===== src/logic/event_capture_timer_map.vh =====
`ifndef EVENT_CAPTURE_TIMER_MAP_VH
`define EVENT_CAPTURE_TIMER_MAP_VH

// register indices; byte address is four times the index
`define IDX_IRQ_FLAGS 8'h03
`define IDX_MODE_ONE 8'h10
`define IDX_LOAD_LOW 8'h11
`define IDX_LOAD_HIGH 8'h12
`define IDX_MODE_TWO 8'h15
`define IDX_CAPTURE_FLAGS 8'h21
`define IDX_PIN_FUNC 8'h25
`define IDX_EDGE_SEL 8'h27

// timer_mode_one fields
`define M1_RELOAD_BIT 3
`define M1_CLKSEL_MSB 2
`define M1_CLKSEL_LSB 0
`define CLKSEL_EVENT 3'h7

// timer_mode_two fields
`define M2_CAPTURE_BIT 3
`define M2_OUT_EN_BIT 2
`define M2_OUTMODE_MSB 1
`define M2_OUTMODE_LSB 0
`define OUT_TOGGLE 2'h0
`define OUT_LOW 2'h1
`define OUT_HIGH 2'h2
`define OUT_PWM 2'h3

// pin_function_select and edge_select_two fields
`define PF_EVENT_BIT 1
`define ES_EVENT_MSB 3
`define ES_EVENT_LSB 2
`define EDGE_NONE 2'h0
`define EDGE_FALL 2'h1
`define EDGE_RISE 2'h2
`define EDGE_BOTH 2'h3

// flag bit positions
`define IRQ_TIMER_BIT 0
`define CAP_STATUS_BIT 0
`define CAP_ERROR_BIT 1

// reset values and counter maximum
`define RST_NIBBLE 4'h0
`define RST_COUNT 8'h00
`define COUNT_MAX 8'hFF

// timing: one instruction cycle in system clocks, mode_one write latency
`define CYC_CLKS 1
`define MODE_ONE_DELAY 2

// axi responses
`define RESP_OKAY 2'b00
`define RESP_SLVERR 2'b10

`endif


===== src/logic/event_capture_timer.v =====
// Overview of operation
// [RULE_01] software loads count, advances per selected clock
// [RULE_02] overflow at FF reloads or restarts zero
// [RULE_03] overflow sets irq flag, software clears
// [RULE_04] software selects event clock and pin
// [RULE_05] event mode counts chosen edges
// [RULE_06] source keeps two cycles fall-to-rise
// [RULE_07] mode two selects four output modes
// [RULE_08] reset drives timer output low
// [RULE_09] capture copies count, flags, clears counter
// [RULE_10] trigger or overflow while status sets error
// [RULE_11] capture flags clear on reset or zero write
// [RULE_12] capture mode frees pin, clears counter
// [RULE_13] mode one write effective second cycle later
// [RULE_14] software uses prescaler clock for capture
// [RULE_15] captured nibbles readable in either order
// [RULE_16] mode one four-bit write-only, resets zero
// [RULE_17] mode two four-bit read-write, resets zero
// [RULE_18] edge field: none, fall, rise, both
// [RULE_19] pwm valid after overflow following update
// [RULE_20] toggle, fixed levels, pwm duty from load
`timescale 1ns/100ps
`include "event_capture_timer_map.vh"

module event_capture_timer (
    // clock and reset
    input wire CLK_SYS,
    input wire RST,
    // axi4-lite write address
    input wire [31:0] S_AXI_AWADDR,
    input wire S_AXI_AWVALID,
    output wire S_AXI_AWREADY,
    // axi4-lite write data
    input wire [31:0] S_AXI_WDATA,
    input wire [3:0] S_AXI_WSTRB,
    input wire S_AXI_WVALID,
    output wire S_AXI_WREADY,
    // axi4-lite write response
    output reg [1:0] S_AXI_BRESP,
    output reg S_AXI_BVALID,
    input wire S_AXI_BREADY,
    // axi4-lite read address
    input wire [31:0] S_AXI_ARADDR,
    input wire S_AXI_ARVALID,
    output wire S_AXI_ARREADY,
    // axi4-lite read data
    output reg [31:0] S_AXI_RDATA,
    output reg [1:0] S_AXI_RRESP,
    output reg S_AXI_RVALID,
    input wire S_AXI_RREADY,
    // pins
    input wire EVENT_TRIGGER_INPUT,
    output wire TIMER_OUTPUT_PIN,
    output wire TIMER_OUTPUT_EN,
    output wire TIMER_IRQ_FLAG
);

    // ****************************************
    // address decode helpers
    // ****************************************
    function hit;
        input [31:0] addr;
        input [7:0] idx;
        begin
            hit = (addr[31:10] == 22'h0) && (addr[9:2] == idx);
        end
    endfunction

    function mapped;
        input [31:0] addr;
        begin
            mapped = hit(addr, `IDX_IRQ_FLAGS) || hit(addr, `IDX_MODE_ONE) ||
                hit(addr, `IDX_LOAD_LOW) || hit(addr, `IDX_LOAD_HIGH) ||
                hit(addr, `IDX_MODE_TWO) || hit(addr, `IDX_CAPTURE_FLAGS) ||
                hit(addr, `IDX_PIN_FUNC) || hit(addr, `IDX_EDGE_SEL);
        end
    endfunction

    // ****************************************
    // state
    // ****************************************
    reg aw_held_reg;
    reg [31:0] aw_addr_reg;
    reg w_held_reg;
    reg [31:0] w_data_reg;
    reg w_lane0_reg;
    reg [3:0] mode_one_reg;
    reg [3:0] mode_one_pend_reg;
    reg [1:0] mode_one_wait_reg;
    reg [3:0] mode_two_reg;
    reg [3:0] pin_func_reg;
    reg [3:0] edge_sel_reg;
    reg [3:0] load_low_reg;
    reg [3:0] load_high_reg;
    reg [7:0] count_reg;
    reg [7:0] capture_reg;
    reg [3:0] read_upper_reg;
    reg [7:0] duty_reg;
    reg irq_flag_reg;
    reg cap_status_reg;
    reg cap_error_reg;
    reg out_reg;
    reg event_prev_reg;
    reg [10:0] presc_reg;
    reg [7:0] cyc_reg;

    // ****************************************
    // write channel
    // ****************************************
    wire aw_take = S_AXI_AWVALID && !aw_held_reg && !S_AXI_BVALID;
    wire w_take = S_AXI_WVALID && !w_held_reg && !S_AXI_BVALID;
    assign S_AXI_AWREADY = !aw_held_reg && !S_AXI_BVALID;
    assign S_AXI_WREADY = !w_held_reg && !S_AXI_BVALID;
    wire do_write = aw_held_reg && w_held_reg;
    wire [3:0] wnib = w_data_reg[3:0];
    wire wr_mode_one = do_write && w_lane0_reg && hit(aw_addr_reg, `IDX_MODE_ONE);
    wire wr_load_low = do_write && w_lane0_reg && hit(aw_addr_reg, `IDX_LOAD_LOW);
    wire wr_load_high = do_write && w_lane0_reg && hit(aw_addr_reg, `IDX_LOAD_HIGH);
    wire wr_mode_two = do_write && w_lane0_reg && hit(aw_addr_reg, `IDX_MODE_TWO);
    wire wr_irq = do_write && w_lane0_reg && hit(aw_addr_reg, `IDX_IRQ_FLAGS);
    wire wr_cap = do_write && w_lane0_reg && hit(aw_addr_reg, `IDX_CAPTURE_FLAGS);
    wire wr_pin = do_write && w_lane0_reg && hit(aw_addr_reg, `IDX_PIN_FUNC);
    wire wr_edge = do_write && w_lane0_reg && hit(aw_addr_reg, `IDX_EDGE_SEL);

    always @(posedge CLK_SYS) begin
        if (RST) begin
            aw_held_reg <= 1'b0;
            aw_addr_reg <= 32'h0000_0000;
            w_held_reg <= 1'b0;
            w_data_reg <= 32'h0000_0000;
            w_lane0_reg <= 1'b0;
            S_AXI_BVALID <= 1'b0;
            S_AXI_BRESP <= `RESP_OKAY;
        end else begin
            if (aw_take) begin
                aw_held_reg <= 1'b1;
                aw_addr_reg <= S_AXI_AWADDR;
            end
            if (w_take) begin
                w_held_reg <= 1'b1;
                w_data_reg <= S_AXI_WDATA;
                w_lane0_reg <= S_AXI_WSTRB[0];
            end
            if (do_write) begin
                aw_held_reg <= 1'b0;
                w_held_reg <= 1'b0;
                S_AXI_BVALID <= 1'b1;
                S_AXI_BRESP <= mapped(aw_addr_reg) ? `RESP_OKAY : `RESP_SLVERR;
            end else if (S_AXI_BVALID && S_AXI_BREADY) begin
                S_AXI_BVALID <= 1'b0;
            end
        end
    end

    // ****************************************
    // read channel
    // ****************************************
    assign S_AXI_ARREADY = !S_AXI_RVALID;
    wire ar_take = S_AXI_ARVALID && !S_AXI_RVALID;
    wire capture_mode = mode_two_reg[`M2_CAPTURE_BIT];
    // in capture mode both nibbles come from the frozen capture word
    wire [7:0] read_word = capture_mode ? capture_reg : count_reg; // RULE_15

    always @(posedge CLK_SYS) begin
        if (RST) begin
            S_AXI_RVALID <= 1'b0;
            S_AXI_RDATA <= 32'h0000_0000;
            S_AXI_RRESP <= `RESP_OKAY;
            read_upper_reg <= `RST_NIBBLE;
        end else begin
            if (ar_take) begin
                S_AXI_RVALID <= 1'b1;
                S_AXI_RRESP <= mapped(S_AXI_ARADDR) ? `RESP_OKAY : `RESP_SLVERR;
                S_AXI_RDATA <= 32'h0000_0000;
                if (hit(S_AXI_ARADDR, `IDX_LOAD_LOW)) begin
                    S_AXI_RDATA[3:0] <= read_word[3:0];
                    read_upper_reg <= count_reg[7:4];
                end else if (hit(S_AXI_ARADDR, `IDX_LOAD_HIGH)) begin
                    // free counting: upper nibble as it stood at the low read
                    S_AXI_RDATA[3:0] <= capture_mode ? capture_reg[7:4] : read_upper_reg; // RULE_15
                end else if (hit(S_AXI_ARADDR, `IDX_MODE_TWO)) begin
                    S_AXI_RDATA[3:0] <= mode_two_reg; // RULE_17
                end else if (hit(S_AXI_ARADDR, `IDX_IRQ_FLAGS)) begin
                    S_AXI_RDATA[`IRQ_TIMER_BIT] <= irq_flag_reg;
                end else if (hit(S_AXI_ARADDR, `IDX_CAPTURE_FLAGS)) begin
                    S_AXI_RDATA[`CAP_STATUS_BIT] <= cap_status_reg;
                    S_AXI_RDATA[`CAP_ERROR_BIT] <= cap_error_reg;
                end
            end else if (S_AXI_RVALID && S_AXI_RREADY) begin
                S_AXI_RVALID <= 1'b0;
            end
        end
    end

    // ****************************************
    // control registers; mode one takes over late
    // ****************************************
    localparam [31:0] mode_one_lag = `MODE_ONE_DELAY - 1;
    always @(posedge CLK_SYS) begin
        if (RST) begin
            mode_one_reg <= `RST_NIBBLE; // RULE_16
            mode_one_pend_reg <= `RST_NIBBLE;
            mode_one_wait_reg <= 2'h0;
        end else if (wr_mode_one) begin
            mode_one_pend_reg <= wnib;
            mode_one_wait_reg <= mode_one_lag[1:0]; // RULE_13
        end else if (mode_one_wait_reg != 2'h0) begin
            mode_one_wait_reg <= mode_one_wait_reg - 2'h1;
            if (mode_one_wait_reg == 2'h1) begin
                mode_one_reg <= mode_one_pend_reg; // RULE_13
            end
        end
    end

    always @(posedge CLK_SYS) begin
        if (RST) begin
            mode_two_reg <= `RST_NIBBLE; // RULE_17
            pin_func_reg <= `RST_NIBBLE;
            edge_sel_reg <= `RST_NIBBLE;
            load_low_reg <= `RST_NIBBLE;
            load_high_reg <= `RST_NIBBLE;
        end else begin
            if (wr_mode_two) begin
                mode_two_reg <= wnib;
            end
            if (wr_pin) begin
                pin_func_reg <= wnib;
            end
            if (wr_edge) begin
                edge_sel_reg <= wnib;
            end
            if (wr_load_low) begin
                load_low_reg <= wnib;
            end
            if (wr_load_high) begin
                load_high_reg <= wnib;
            end
        end
    end

    // ****************************************
    // clock source: prescaler or event edges
    // ****************************************
    localparam [31:0] cyc_last = `CYC_CLKS - 1;
    wire cyc_tick = (cyc_reg == cyc_last[7:0]);
    always @(posedge CLK_SYS) begin
        if (RST) begin
            cyc_reg <= 8'h00;
            presc_reg <= 11'h000;
            event_prev_reg <= 1'b0;
        end else begin
            cyc_reg <= cyc_tick ? 8'h00 : cyc_reg + 8'h01;
            if (cyc_tick) begin
                presc_reg <= presc_reg + 11'h001;
            end
            event_prev_reg <= EVENT_TRIGGER_INPUT;
        end
    end

    // ratios 2048,1024,512,128,32,8,4 instruction cycles
    reg presc_tick;
    always @* begin
        case (mode_one_reg[`M1_CLKSEL_MSB:`M1_CLKSEL_LSB])
            3'h0: presc_tick = &presc_reg[10:0];
            3'h1: presc_tick = &presc_reg[9:0];
            3'h2: presc_tick = &presc_reg[8:0];
            3'h3: presc_tick = &presc_reg[6:0];
            3'h4: presc_tick = &presc_reg[4:0];
            3'h5: presc_tick = &presc_reg[2:0];
            3'h6: presc_tick = &presc_reg[1:0];
            default: presc_tick = 1'b0;
        endcase
        presc_tick = presc_tick && cyc_tick;
    end

    wire [1:0] edge_mode = edge_sel_reg[`ES_EVENT_MSB:`ES_EVENT_LSB];
    wire rise = EVENT_TRIGGER_INPUT && !event_prev_reg;
    wire fall = !EVENT_TRIGGER_INPUT && event_prev_reg;
    // pin stays a port until its event function is selected
    wire event_edge = pin_func_reg[`PF_EVENT_BIT] && (
        (edge_mode == `EDGE_FALL && fall) ||
        (edge_mode == `EDGE_RISE && rise) ||
        (edge_mode == `EDGE_BOTH && (rise || fall))); // RULE_18
    wire event_clk = (mode_one_reg[`M1_CLKSEL_MSB:`M1_CLKSEL_LSB] == `CLKSEL_EVENT);
    wire count_tick = event_clk ? (event_edge && !capture_mode) : presc_tick; // RULE_05
    wire trigger = capture_mode && event_edge;
    wire overflow = count_tick && (count_reg == `COUNT_MAX); // RULE_02
    wire [7:0] load_value = {load_high_reg, load_low_reg};
    wire capture_enter = wr_mode_two && wnib[`M2_CAPTURE_BIT] && !capture_mode;

    // ****************************************
    // counter and capture
    // ****************************************
    always @(posedge CLK_SYS) begin
        if (RST) begin
            count_reg <= `RST_COUNT;
            capture_reg <= `RST_COUNT;
            duty_reg <= `RST_COUNT;
        end else begin
            if (capture_enter) begin
                count_reg <= `RST_COUNT; // RULE_12
            end else if (trigger) begin
                capture_reg <= count_reg; // RULE_09
                count_reg <= `RST_COUNT;
            end else if (wr_load_high) begin
                // high nibble write moves the whole word into the counter
                count_reg <= {wnib, load_low_reg}; // RULE_01
            end else if (overflow) begin
                count_reg <= mode_one_reg[`M1_RELOAD_BIT] ? load_value : `RST_COUNT; // RULE_02
            end else if (count_tick) begin
                count_reg <= count_reg + 8'h01; // RULE_01
            end
            // duty waits for an overflow, so a half-written period never shows
            if (overflow) begin
                duty_reg <= load_value; // RULE_20
            end
        end
    end

    // ****************************************
    // flags: a set in the clearing cycle wins
    // ****************************************
    always @(posedge CLK_SYS) begin
        if (RST) begin
            irq_flag_reg <= 1'b0;
            cap_status_reg <= 1'b0;
            cap_error_reg <= 1'b0;
        end else begin
            if (overflow || trigger) begin
                irq_flag_reg <= 1'b1; // RULE_03
            end else if (wr_irq && !wnib[`IRQ_TIMER_BIT]) begin
                irq_flag_reg <= 1'b0; // RULE_03
            end
            if (trigger) begin
                cap_status_reg <= 1'b1; // RULE_09
            end else if (wr_cap && !wnib[`CAP_STATUS_BIT]) begin
                cap_status_reg <= 1'b0; // RULE_11
            end
            if (cap_status_reg && (trigger || (capture_mode && overflow))) begin
                cap_error_reg <= 1'b1; // RULE_10
            end else if (wr_cap && !wnib[`CAP_ERROR_BIT]) begin
                cap_error_reg <= 1'b0; // RULE_11
            end
        end
    end

    // ****************************************
    // timer output
    // ****************************************
    wire [1:0] out_mode = mode_two_reg[`M2_OUTMODE_MSB:`M2_OUTMODE_LSB];
    always @(posedge CLK_SYS) begin
        if (RST) begin
            out_reg <= 1'b0; // RULE_08
        end else begin
            case (out_mode)
                `OUT_TOGGLE: out_reg <= out_reg ^ overflow; // RULE_20
                `OUT_LOW: out_reg <= 1'b0; // RULE_20
                `OUT_HIGH: out_reg <= 1'b1; // RULE_20
                default: out_reg <= (count_reg < duty_reg); // RULE_20
            endcase
        end
    end

    assign TIMER_OUTPUT_PIN = out_reg;
    assign TIMER_OUTPUT_EN = mode_two_reg[`M2_OUT_EN_BIT] && !capture_mode; // RULE_07 RULE_12
    assign TIMER_IRQ_FLAG = irq_flag_reg;

endmodule


===== config.mk =====
export PLATFORM = sky130hd
export DESIGN_NAME = event_capture_timer
export DESIGN_NICKNAME = d
export VERILOG_FILES = /design/src/logic/event_capture_timer.v
export VERILOG_INCLUDE_DIRS = /design/src /design/src/logic
export SDC_FILE = /design/constraint.sdc
export NUM_CORES = 1
export LEC_CHECK = 0
export BUFFER_PORTS_ARGS = -buffer_cell sky130_fd_sc_hd__buf_4
export CAP_MARGIN = 10
export CORE_ASPECT_RATIO = 1.1
export CORE_MARGIN = 1
export CORE_UTILIZATION = 40
export DETAILED_ROUTE_END_ITERATION = 12
export PLACE_DENSITY_LB_ADDON = 0.15
export SYNTH_ARGS = -nofsm -noshare
export SYNTH_HDL_FRONTEND = slang
export SYNTH_SLANG_ARGS = --single-unit

===== constraint.sdc =====
create_clock -name CLK_SYS -period 2.1 [get_ports CLK_SYS]
set_input_delay 0.315 -clock CLK_SYS [delete_from_list [all_inputs] [get_ports CLK_SYS]]
set_output_delay 0.315 -clock CLK_SYS [all_outputs]
set_load 0.02 [all_outputs]

==> results.md, run 1 <==
* Status: finished, violations left
* Failing checks: negative setup slack
* Maximum clock rate at 0.438 GHz
* WP data arrival at 2.57 ns
* H-tree Lvls at 4
* Top cells by area, synth: dfxtp_1 (41%), nand2_1 (7.2%), mux2i_1 (6.6%)
* Ports at 152
* Min Tclk post-route at 2.28 ns
* PnR worst setup slack at -0.181 ns
* Via density at 5.07
* Initial antenna violation count at 0
* CTS tree: yes
* #FFs+latches synth at 122
* Final setup viols at 18
* Power Density at 770 nW/um^2
* Num CTS Buffers at 17
* WP depth at 11
* Fin nets at 980
* Post-synth top area cell: dfxtp_1
* Initial core utilization at 0.411
* Final setup TNS at -2.37 ns
* Reg2Reg Setup Slack at -0.18 ns
* Netlist cell types at 63
* Layout area overhead at 32.1%
* Fill cells at 1,366
* Kind of start point of the critical path: register
* Rows at 46
* Die W at 118 um
* Mapped Cells at 723
* Clock latency on the worst-skew pair at 0.42 ns
* Worst setup EP type: register
* CP Capture Point: duty_reg[1]
* Final hold slack at 0.0740 ns
* Critical path buffer and inverter count at 1
* Max-cap check violation count at 0
* Cell family with most CP delay: simple AND/OR/NAND/NOR gates
* Hold Path Class: in2reg
* Post-Synth Adder-Cell Area at 0.0379
* Peak VDD IR at 0.510 mV
* Diode count at 0
* Register area share after synthesis at 0.411
* Vias in the first global route at 5,120
* Crit Path Class: reg2reg
* Layout cell share with drive strength beyond 1 at 0.262
* Worst EP required at 2.39 ns
* Die ar. at 15,300 sq um
* First-pass GRT wire length at 24,400 um
* Clock root buffer: clkbuf_16
* Global Route Usage Sum at 0.201
* Hold Fails Final Rpt at 0
* Worst relative slew slack at 0.643
* Setup crit start: presc_reg[1]
* Design Area, Final at 7850 sq um
* RD Place Congestion at 0.812
* Port Buf Inserts at 86
* Post-synthesis cell area at 5940 sq um
* WL final at 15,000 um
* Maximum fanout along the worst path at 13
* Worst R2R End: duty_reg[1]
* Clk sink count at 122
* Combinational family with the most area after synthesis: simple AND/OR/NAND/NOR gates
* Core ar. at 14,400 sq um
* Post-Synth XOR/XNOR Area at 0.0280
* R2R depth at 11
* Most frequent cell after synthesis: dfxtp_1
* Reg clk slew, reported paths at 0.05 ns
* Post-synth EDFFs at 0
* # DRC at 0
* Reg2reg start: presc_reg[1]
* Post-route ant nets at 0
* Syn_area_per_cell at 8.22 sq um
* RSZ-0062 raised after global routing: yes
* Post-synth top cells: dfxtp_1 (122), nand2_1 (114), nor2_1 (75), a21oi_1 (63), mux2i_1 (39)
* Pins Over Slew Limit at 0
* DPL Wire Length at 10,600 um
* DR iter-0 viols at 237
* Max FFs per register at 30
* DIE HEIGHT at 130 um
* Crit path max-delay cell type: dfxtp_2
* Synth Area in Simple Gates at 0.241
* Post-DR wirelength/cell at 14.2 um
* Drt first pass iters at 5
* Dominant synthesized flop cell: dfxtp_1
* Fin crit share at 1.09
* CP cell instances: ha_4, nand2_2, or2_4, nor2_4, ha_2, a31oi_1, o31a_1, nor4_4, buf_12, mux2i_1, nor2_1
* Worst Max-Slew Pin Slew at 0.535 ns
* Final Power at 0.00604 W
* GR Overflow Total at 0
* Placed inst area at 7020 sq um
* Pin count of the biggest net entering global routing at 105
* Lkg Pwr at 3.14 nW
* Hold_buf cts at 0
* Synth warnings at 0
* Async S/R FF share, synth at 0
* Core Util, Final at 0.543
* Slowest stage delay, CP at 0.35 ns
* Via count at 5,368
* Mux contribution to synthesized area at 0.0695
* Clock buffer depth at 2
* Compound-gate portion of the synthesized area at 0.129
* Top cell type's share of synthesized area at 0.411
* Layout Skew at 0.00779 ns
==> worst reg2reg max path: stages (launching register included) <==
cell	delay [ns]
dfxtp_2	0.35
ha_4	0.15
nand2_2	0.05
or2_4	0.25
nor2_4	0.09
ha_2	0.17
a31oi_1	0.08
o31a_1	0.23
nor4_4	0.34
buf_12	0.20
mux2i_1	0.22
nor2_1	0.05
==> per-layer routing <==
| layer | wire length, um | share of wire | GRT usage | vias up |
|---|---|---|---|---|
| met3 | 962 | 0.064 | 0.0481 | 24 |
| li1 | - | - | - | 2696 |
| met4 | 319 | 0.021 | 0.100 | 0 |
| met1 | 6390 | 0.43 | 0.231 | 2474 |
| met2 | 7330 | 0.49 | 0.353 | 174 |
| met5 | 0 | 0 | 0 | - |
==> kinds of logic after synthesis <==
| logic type | count (synthesis) |
|---|---|
| other | 1 |
| flip-flops | 122 |
| buffers and inverters | 96 |
| AND/OR/NAND/NOR | 300 |
| adder cells (fa/ha/maj) | 18 |
| XOR/XNOR | 19 |
| AO/OA/AOI/OAI | 126 |
| multiplexers | 41 |
==> power breakdown <==
| group | switching, W | total [W] | leakage (nW) | internal (W) |
|---|---|---|---|---|
| Clock | 0.00101 | 0.00297 | 0.302 | 0.00196 |
| Sequential | 0.0000609 | 0.00246 | 0.991 | 0.00240 |
| Combinational | 0.000338 | 0.000620 | 1.85 | 0.000283 |
==> how the worst min path moves through the flow <==
stage                   start             end  slack (ns)  depth (start not counted)
6_report         S_AXI_RREADY    S_AXI_RVALID        0.07                          2
5_1_grt          S_AXI_RREADY    S_AXI_RVALID        0.06                          2
4_1_cts          S_AXI_RREADY    S_AXI_RVALID        0.06                          2
3_5_place_dp   capture_reg[2]  capture_reg[2]        0.45                          2
3_3_place_gp   capture_reg[2]  capture_reg[2]        0.44                          2
2_1_floorplan    S_AXI_RREADY    S_AXI_RVALID        0.41                          1
==> cell type report <==
| class | instances | area (sq um) | area share |
|---|---|---|---|
| multi-input cells | 534 | 3290 | 0.419 |
| flip-flops and latches | 122 | 2450 | 0.312 |
| repair buffers | 149 | 1150 | 0.147 |
| clock buffers | 26 | 529 | 0.0674 |
| well taps | 192 | 240 | 0.0306 |
| inverters | 30 | 113 | 0.0143 |
| clock inverters | 6 | 82.6 | 0.0105 |
==> placed cells by master (no fill, tap or decap), types with 5 or more instances in the layout <==
master,Yosys,layout
a21oi_1,63,63
a31oi_1,11,10
and2_1,6,6
and3_1,9,9
buf_4,30,145
clkbuf_16,0,17
clkbuf_8,0,7
conb_1,1,30
dfxtp_1,122,119
ha_1,18,15
inv_1,30,29
mux2i_1,39,38
nand2_1,114,113
nand3_1,26,24
nand4_1,9,9
nand4b_1,5,5
nor2_1,75,73
nor3_1,9,7
nor4_1,17,10
nor4_2,2,9
o21ai_0,18,17
xnor2_1,12,12
xor2_1,7,7
==> repair_timing <==
| item | CTS | global route |
|---|---|---|
| pin swaps | 13 | 10 |
| resized for setup | 15 | 20 |
| endpoints found under the setup margin | 18 | 31 |
| buffers inserted | 0 | 8 |
==> metrics by stage <==
stage / std cells / worst slack (ns)
after floorplan: 752 / -0.166
after CTS: 1052 / -0.158
after global routing: 1059 / -0.271
final: 1059 / -0.181
after global placement: 1020 / -0.203
after detailed placement: 1020 / -0.236
Note: power is estimated with default switching activity, not from simulation.
==> run 2, diff against run 1 <==
--- a/config.mk
+++ b/config.mk
@@ -6,6 +6,7 @@
 export SDC_FILE = /design/constraint.sdc
 export NUM_CORES = 1
 export LEC_CHECK = 0
+export ABC_AREA = 1
 export BUFFER_PORTS_ARGS = -buffer_cell sky130_fd_sc_hd__buf_4
 export CAP_MARGIN = 10
 export CORE_ASPECT_RATIO = 1.1
==> run 2 against run 1 <==
Net effect:
- the run now ends clean
- die area up 3.3%
- count of clock-buffer cells in the layout up 1
- critical path depth up 4
- critical path type unchanged
- critical endpoint is now count_reg[0]
- largest cell class unchanged
==> results.md, run 2 <==
* Mapped Cells at 876
* Hold Path Class: in2reg
* Fin nets at 1,106
* Pins Over Slew Limit at 0
* Ports at 152
* Commonest non-fill, non-tap cell in the layout: nor2_1
* Post-synthesis cell area at 6140 sq um
* Worst relative slew slack at 0.554
* Rows at 47
* Design Area, Final at 7720 sq um
* WP data arrival at 2.34 ns
* Clock root buffer: clkbuf_16
* Layout cell share with drive strength beyond 1 at 0.198
* Reg clk slew, reported paths at 0.05 ns
* CTS tree: yes
* Hold_buf cts at 0
* Commonest non-fill, non-tap cells in the layout: nor2_1 (150), nand2_1 (143), dfxtp_1 (120), buf_4 (106), inv_1 (84)
* Maximum clock rate at 0.489 GHz
* Async S/R FF share, synth at 0
* PnR worst setup slack at 0.0567 ns
* Fin crit share at 0.973
* Syn_area_per_cell at 7.01 sq um
* RD Place Congestion at 0.838
* Post-route ant nets at 0
* DR iter-0 viols at 290
* Power Density at 790 nW/um^2
* Via count at 5,579
* Diode count at 0
* Clk sink count at 122
* Clock buffer depth at 2
* Post-synth top area cell: dfxtp_1
* Global Route Usage Sum at 0.186
* Worst EP required at 2.39 ns
* Layout area overhead at 25.7%
* Top cells by area, synth: dfxtp_1 (40%), nor2_1 (9.2%), nand2_1 (9.0%)
* RSZ-0062 raised after global routing: yes
* Max-cap check violation count at 0
* WL final at 14,200 um
* Netlist cell types at 48
* First-pass GRT wire length at 23,700 um
* DIE HEIGHT at 132 um
* Maximum fanout along the worst path at 6
* Die ar. at 15,900 sq um
* Clock latency on the worst-skew pair at 0.42 ns
* Port Buf Inserts at 86
* DPL Wire Length at 10,600 um
* Most frequent cell after synthesis: nor2_1
* Synth warnings at 0
* Register area share after synthesis at 0.397
* Layout Skew at 0.0179 ns
* Dominant synthesized flop cell: dfxtp_1
* Lkg Pwr at 3.35 nW
* Placed inst area at 7010 sq um
* Num CTS Buffers at 17
* Initial core utilization at 0.408
* Peak VDD IR at 0.410 mV
* Crit Path Class: reg2reg
* #FFs+latches synth at 122
* Core ar. at 15,100 sq um
* GR Overflow Total at 0
* Hold Fails Final Rpt at 0
* Worst setup EP type: register
* Max FFs per register at 30
* Min Tclk post-route at 2.04 ns
* Worst Max-Slew Pin Slew at 0.668 ns
* Vias in the first global route at 5,230
* Post-DR wirelength/cell at 12.0 um
* Post-synth EDFFs at 0
* Via density at 4.69
* # DRC at 0
* Drt first pass iters at 4
* Kind of start point of the critical path: register
* Pin count of the biggest net entering global routing at 39
* Final setup viols at 0
* Die W at 120 um
* H-tree Lvls at 4
* Pre-CTS setup slack at 0.0743 ns
* Top cell type's share of synthesized area at 0.397
* Final Power at 0.00610 W
* Post-synth top cells: nor2_1 (150), nand2_1 (147), dfxtp_1 (122), inv_1 (85), o21ai_0 (84)
* Status: finished, final reports clean
* Initial antenna violation count at 0
## run 2: cell types whose count changed after synthesis, moves of 9 or more
cell      change
a21oi_1      +12
a31oi_1       -9
clkbuf_1      -9
inv_1        +55
inv_2        +10
mux2i_1      -39
nand2_1      +33
nand3_1      +18
nor2_1       +75
nor4_1       -15
o21ai_0      +66
xnor2_1      -10
## run 2: through the flow
step           hold slack (ns)   util  TNS [ns]  std cells
3_3_place_gp             0.435  0.466         0       1155
4_1_cts                  0.126  0.504         0       1187
5_1_grt                  0.146  0.513    -0.616       1189
6_report                 0.141  0.513         0       1189
3_5_place_dp             0.437  0.466         0       1155
2_1_floorplan            0.417      -         0        905
## run 2: cells by family after synthesis
family	Yosys count	share of synthesized area
buffers and inverters	150	0.111
DFF	122	0.397
adders and majority gates	18	0.0367
AOI/OAI and AO/OA	179	0.154
xor gates and xnor gates	8	0.0114
other	1	0.000610
and+or+nand+nor	398	0.289
## run 2: worst paths after layout
check,startpoint,endpoint,slack (ns),depth (start not counted)
hold / removal,S_AXI_BREADY,S_AXI_BVALID,0.14,4
hold reg to reg,aw_addr_reg[9],aw_addr_reg[9],0.44,2
setup / recovery,presc_reg[1],count_reg[0],0.06,15
setup reg to reg,presc_reg[1],count_reg[0],0.06,15
## run 2: cell type report
cell class / count / area, sq um
clock inverter: 5 / 30.0
clock buffer: 27 / 553
sequential: 122 / 2440
multi-input combinational: 633 / 3210
timing repair buffer: 110 / 872
tap: 196 / 245
fill: 1550 / 7330
inverter: 96 / 363
## run 2: repair_timing
item / CTS / global route
endpoints found under the setup margin: 0 / 13
buffers inserted: 0 / 1
resized for setup: 0 / 26
hold endpoints to repair: 0 / 0
## run 2: power by group
part / internal [W] / switching, W
logic: 0.000304 / 0.000470
registers: 0.00245 / 0.000101
clock network: 0.00178 / 0.000993
total: 0.00453 / 0.00156
## run 2: critical path, cell delays in order, from the launching register on
cell and delay, ns:
dfxtp_2 0.35, ha_4 0.14, nand2_2 0.05, nor2_1 0.09
nand2_1 0.07, nor2_1 0.11, ha_2 0.17, and3_4 0.17
a21oi_2 0.05, nand2_2 0.10, nand3_4 0.14, buf_12 0.18
a21oi_1 0.12, nand2_1 0.06, nand2_1 0.06, a21oi_1 0.05
## run 2: layer usage
metal | track usage | part of all wire
met5 | 0 | 0
met4 | 0.0736 | 0.014
met3 | 0.0476 | 0.045
met2 | 0.307 | 0.48
met1 | 0.231 | 0.47
==> run 3, diff against run 2 <==
--- a/config.mk
+++ b/config.mk
@@ -13,7 +13,9 @@
 export CORE_MARGIN = 1
 export CORE_UTILIZATION = 40
 export DETAILED_ROUTE_END_ITERATION = 12
+export MAX_ROUTING_LAYER = met4
 export PLACE_DENSITY_LB_ADDON = 0.15
+export SKIP_CTS_REPAIR_TIMING = 1
 export SYNTH_ARGS = -nofsm -noshare
 export SYNTH_HDL_FRONTEND = slang
 export SYNTH_SLANG_ARGS = --single-unit
==> run 3 against run 2 <==
Net effect:
- count of clock-buffer cells in the layout unchanged
- largest power group unchanged
- setup slack improved by 0.0069 ns
- flip-flop and latch count unchanged
- power is essentially flat
- largest cell class unchanged
- critical endpoint unchanged
- wire length about the same
- via count rose by 0.20%
- critical path depth unchanged
==> results.md, run 3 (synthesized netlist as in run 2, its figures left out) <==
* Ports at 152
* Port Buf Inserts at 86
* Layout cell share with drive strength beyond 1 at 0.197
* Global Route Usage Sum at 0.192
* CP cell instances: ha_4, nand2_2, nor2_1, nand2_1, nor2_1, ha_2, and3_4, a21oi_2, nand2_2, nand3_4, buf_12, a21oi_1, nand2_1, nand2_1, a21oi_1
* Maximum fanout along the worst path at 6
* Cell family with most CP delay: simple AND/OR/NAND/NOR gates
* # DRC at 0
* Clock latency on the worst-skew pair at 0.42 ns
* Clock root buffer: clkbuf_16
* Status: finished, final reports clean
* Max-cap check violation count at 0
* Die ar. at 15,900 sq um
* Fin nets at 1,106
* Final hold slack at 0.145 ns
* DR iter-0 viols at 277
* Most common cell on crit path: nand2_1
* Layout Skew at 0.00896 ns
* GR Overflow Total at 0
* Layout area overhead at 25.6%
* Lkg Pwr at 3.35 nW
* Initial core utilization at 0.408
* Commonest non-fill, non-tap cell in the layout: nor2_1
* Worst relative slew slack at 0.547
* Critical path buffer and inverter count at 1
* Max FFs per register at 30
* Vias in the first global route at 5,233
* Min Tclk post-route at 2.04 ns
* Hold Fails Final Rpt at 0
* Hold Path Class: in2reg
* Via count at 5,590
* Peak VDD IR at 0.410 mV
* Diode count at 0
* WP data arrival at 2.34 ns
* Core Util, Final at 0.513
* Worst Max-Slew Pin Slew at 0.679 ns
* Rows at 47
* Post-route ant nets at 0
* RD Place Congestion at 0.851
* CTS tree: yes
* Clk sink count at 122
* Pin count of the biggest net entering global routing at 39
* Post-DR wirelength/cell at 12.0 um
* Power Density at 790 nW/um^2
* Final setup viols at 0
* Maximum clock rate at 0.491 GHz
* DPL Wire Length at 10,600 um
* Reg clk slew, reported paths at 0.05 ns
* Initial antenna violation count at 0
* WL final at 14,200 um
* Num CTS Buffers at 17
* Crit Path Class: reg2reg
* Drt first pass iters at 5
* Worst setup EP type: register
* Via density at 4.70
* Clock buffer depth at 2
* H-tree Lvls at 4
* Crit path max-delay cell type: dfxtp_2
* Slowest stage delay, CP at 0.35 ns
* Commonest non-fill, non-tap cells in the layout: nor2_1 (150), nand2_1 (144), dfxtp_1 (120), buf_4 (106), inv_1 (84)
* Fin crit share at 0.970
* Worst EP required at 2.40 ns
* RSZ-0062 raised after global routing: yes
* First-pass GRT wire length at 23,700 um
* Pins Over Slew Limit at 0
* DIE HEIGHT at 132 um
* Die W at 120 um
* Kind of start point of the critical path: register
* Core ar. at 15,100 sq um
==> run 3: layer usage <==
metal  global-route usage  vias to the layer above  share of wire  routed length (um)
li1                     -                     2992              -                   -
met2                0.308                      110           0.47                6720
met5                    -                        -              0                   0
met4               0.0715                        0          0.015                 215
met3               0.0484                       17          0.045                 638
met1                0.231                     2471           0.47                6660
==> run 3: worst paths after layout <==
kind                       start             end  slack, ns  cells past startpoint
max reg2reg         presc_reg[1]    count_reg[0]       0.06                     15
max                 presc_reg[1]    count_reg[0]       0.06                     15
min reg2reg       aw_addr_reg[9]  aw_addr_reg[9]       0.44                      2
min          EVENT_TRIGGER_INPUT  event_prev_reg       0.15                      3
==> run 3: area by class of cell <==
class / instances / area, sq um
clock buffers: 27 / 553
clock inverters: 5 / 30.0
fillers: 1551 / 7330
inverters: 96 / 363
multi-input cells: 633 / 3210
flip-flops and latches: 122 / 2440
well taps: 196 / 245
repair buffers: 110 / 872
==> run 3: metrics by stage <==
step	std cells	cell area (sq um)	total power [W]	setup TNS (ns)	setup WS, ns
after floorplan	905	6250	0.00312	0	0.158
after global placement	1155	7010	0.00334	0	0.0696
after detailed placement	1155	7010	0.00335	0	0.0743
after CTS	1187	7590	0.00614	0	0.0547
after global routing	1189	7720	0.00639	-0.646	-0.102
final	1189	7720	0.00610	0	0.0636
==> run 3: report_power, final <==
part | internal (W) | switching (W) | total, W
logic | 0.000305 | 0.000470 | 0.000775
clock network | 0.00178 | 0.000996 | 0.00278
registers | 0.00245 | 0.000101 | 0.00255
total | 0.00453 | 0.00157 | 0.00610
==> run 3: worst register-to-register path, stage by stage, from the launching register on <==
cell and delay, ns:
dfxtp_2 0.35, ha_4 0.14, nand2_2 0.05, nor2_1 0.09, nand2_1 0.07, nor2_1 0.11
ha_2 0.17, and3_4 0.17, a21oi_2 0.05, nand2_2 0.10, nand3_4 0.14, buf_12 0.18
a21oi_1 0.13, nand2_1 0.06, nand2_1 0.06, a21oi_1 0.05
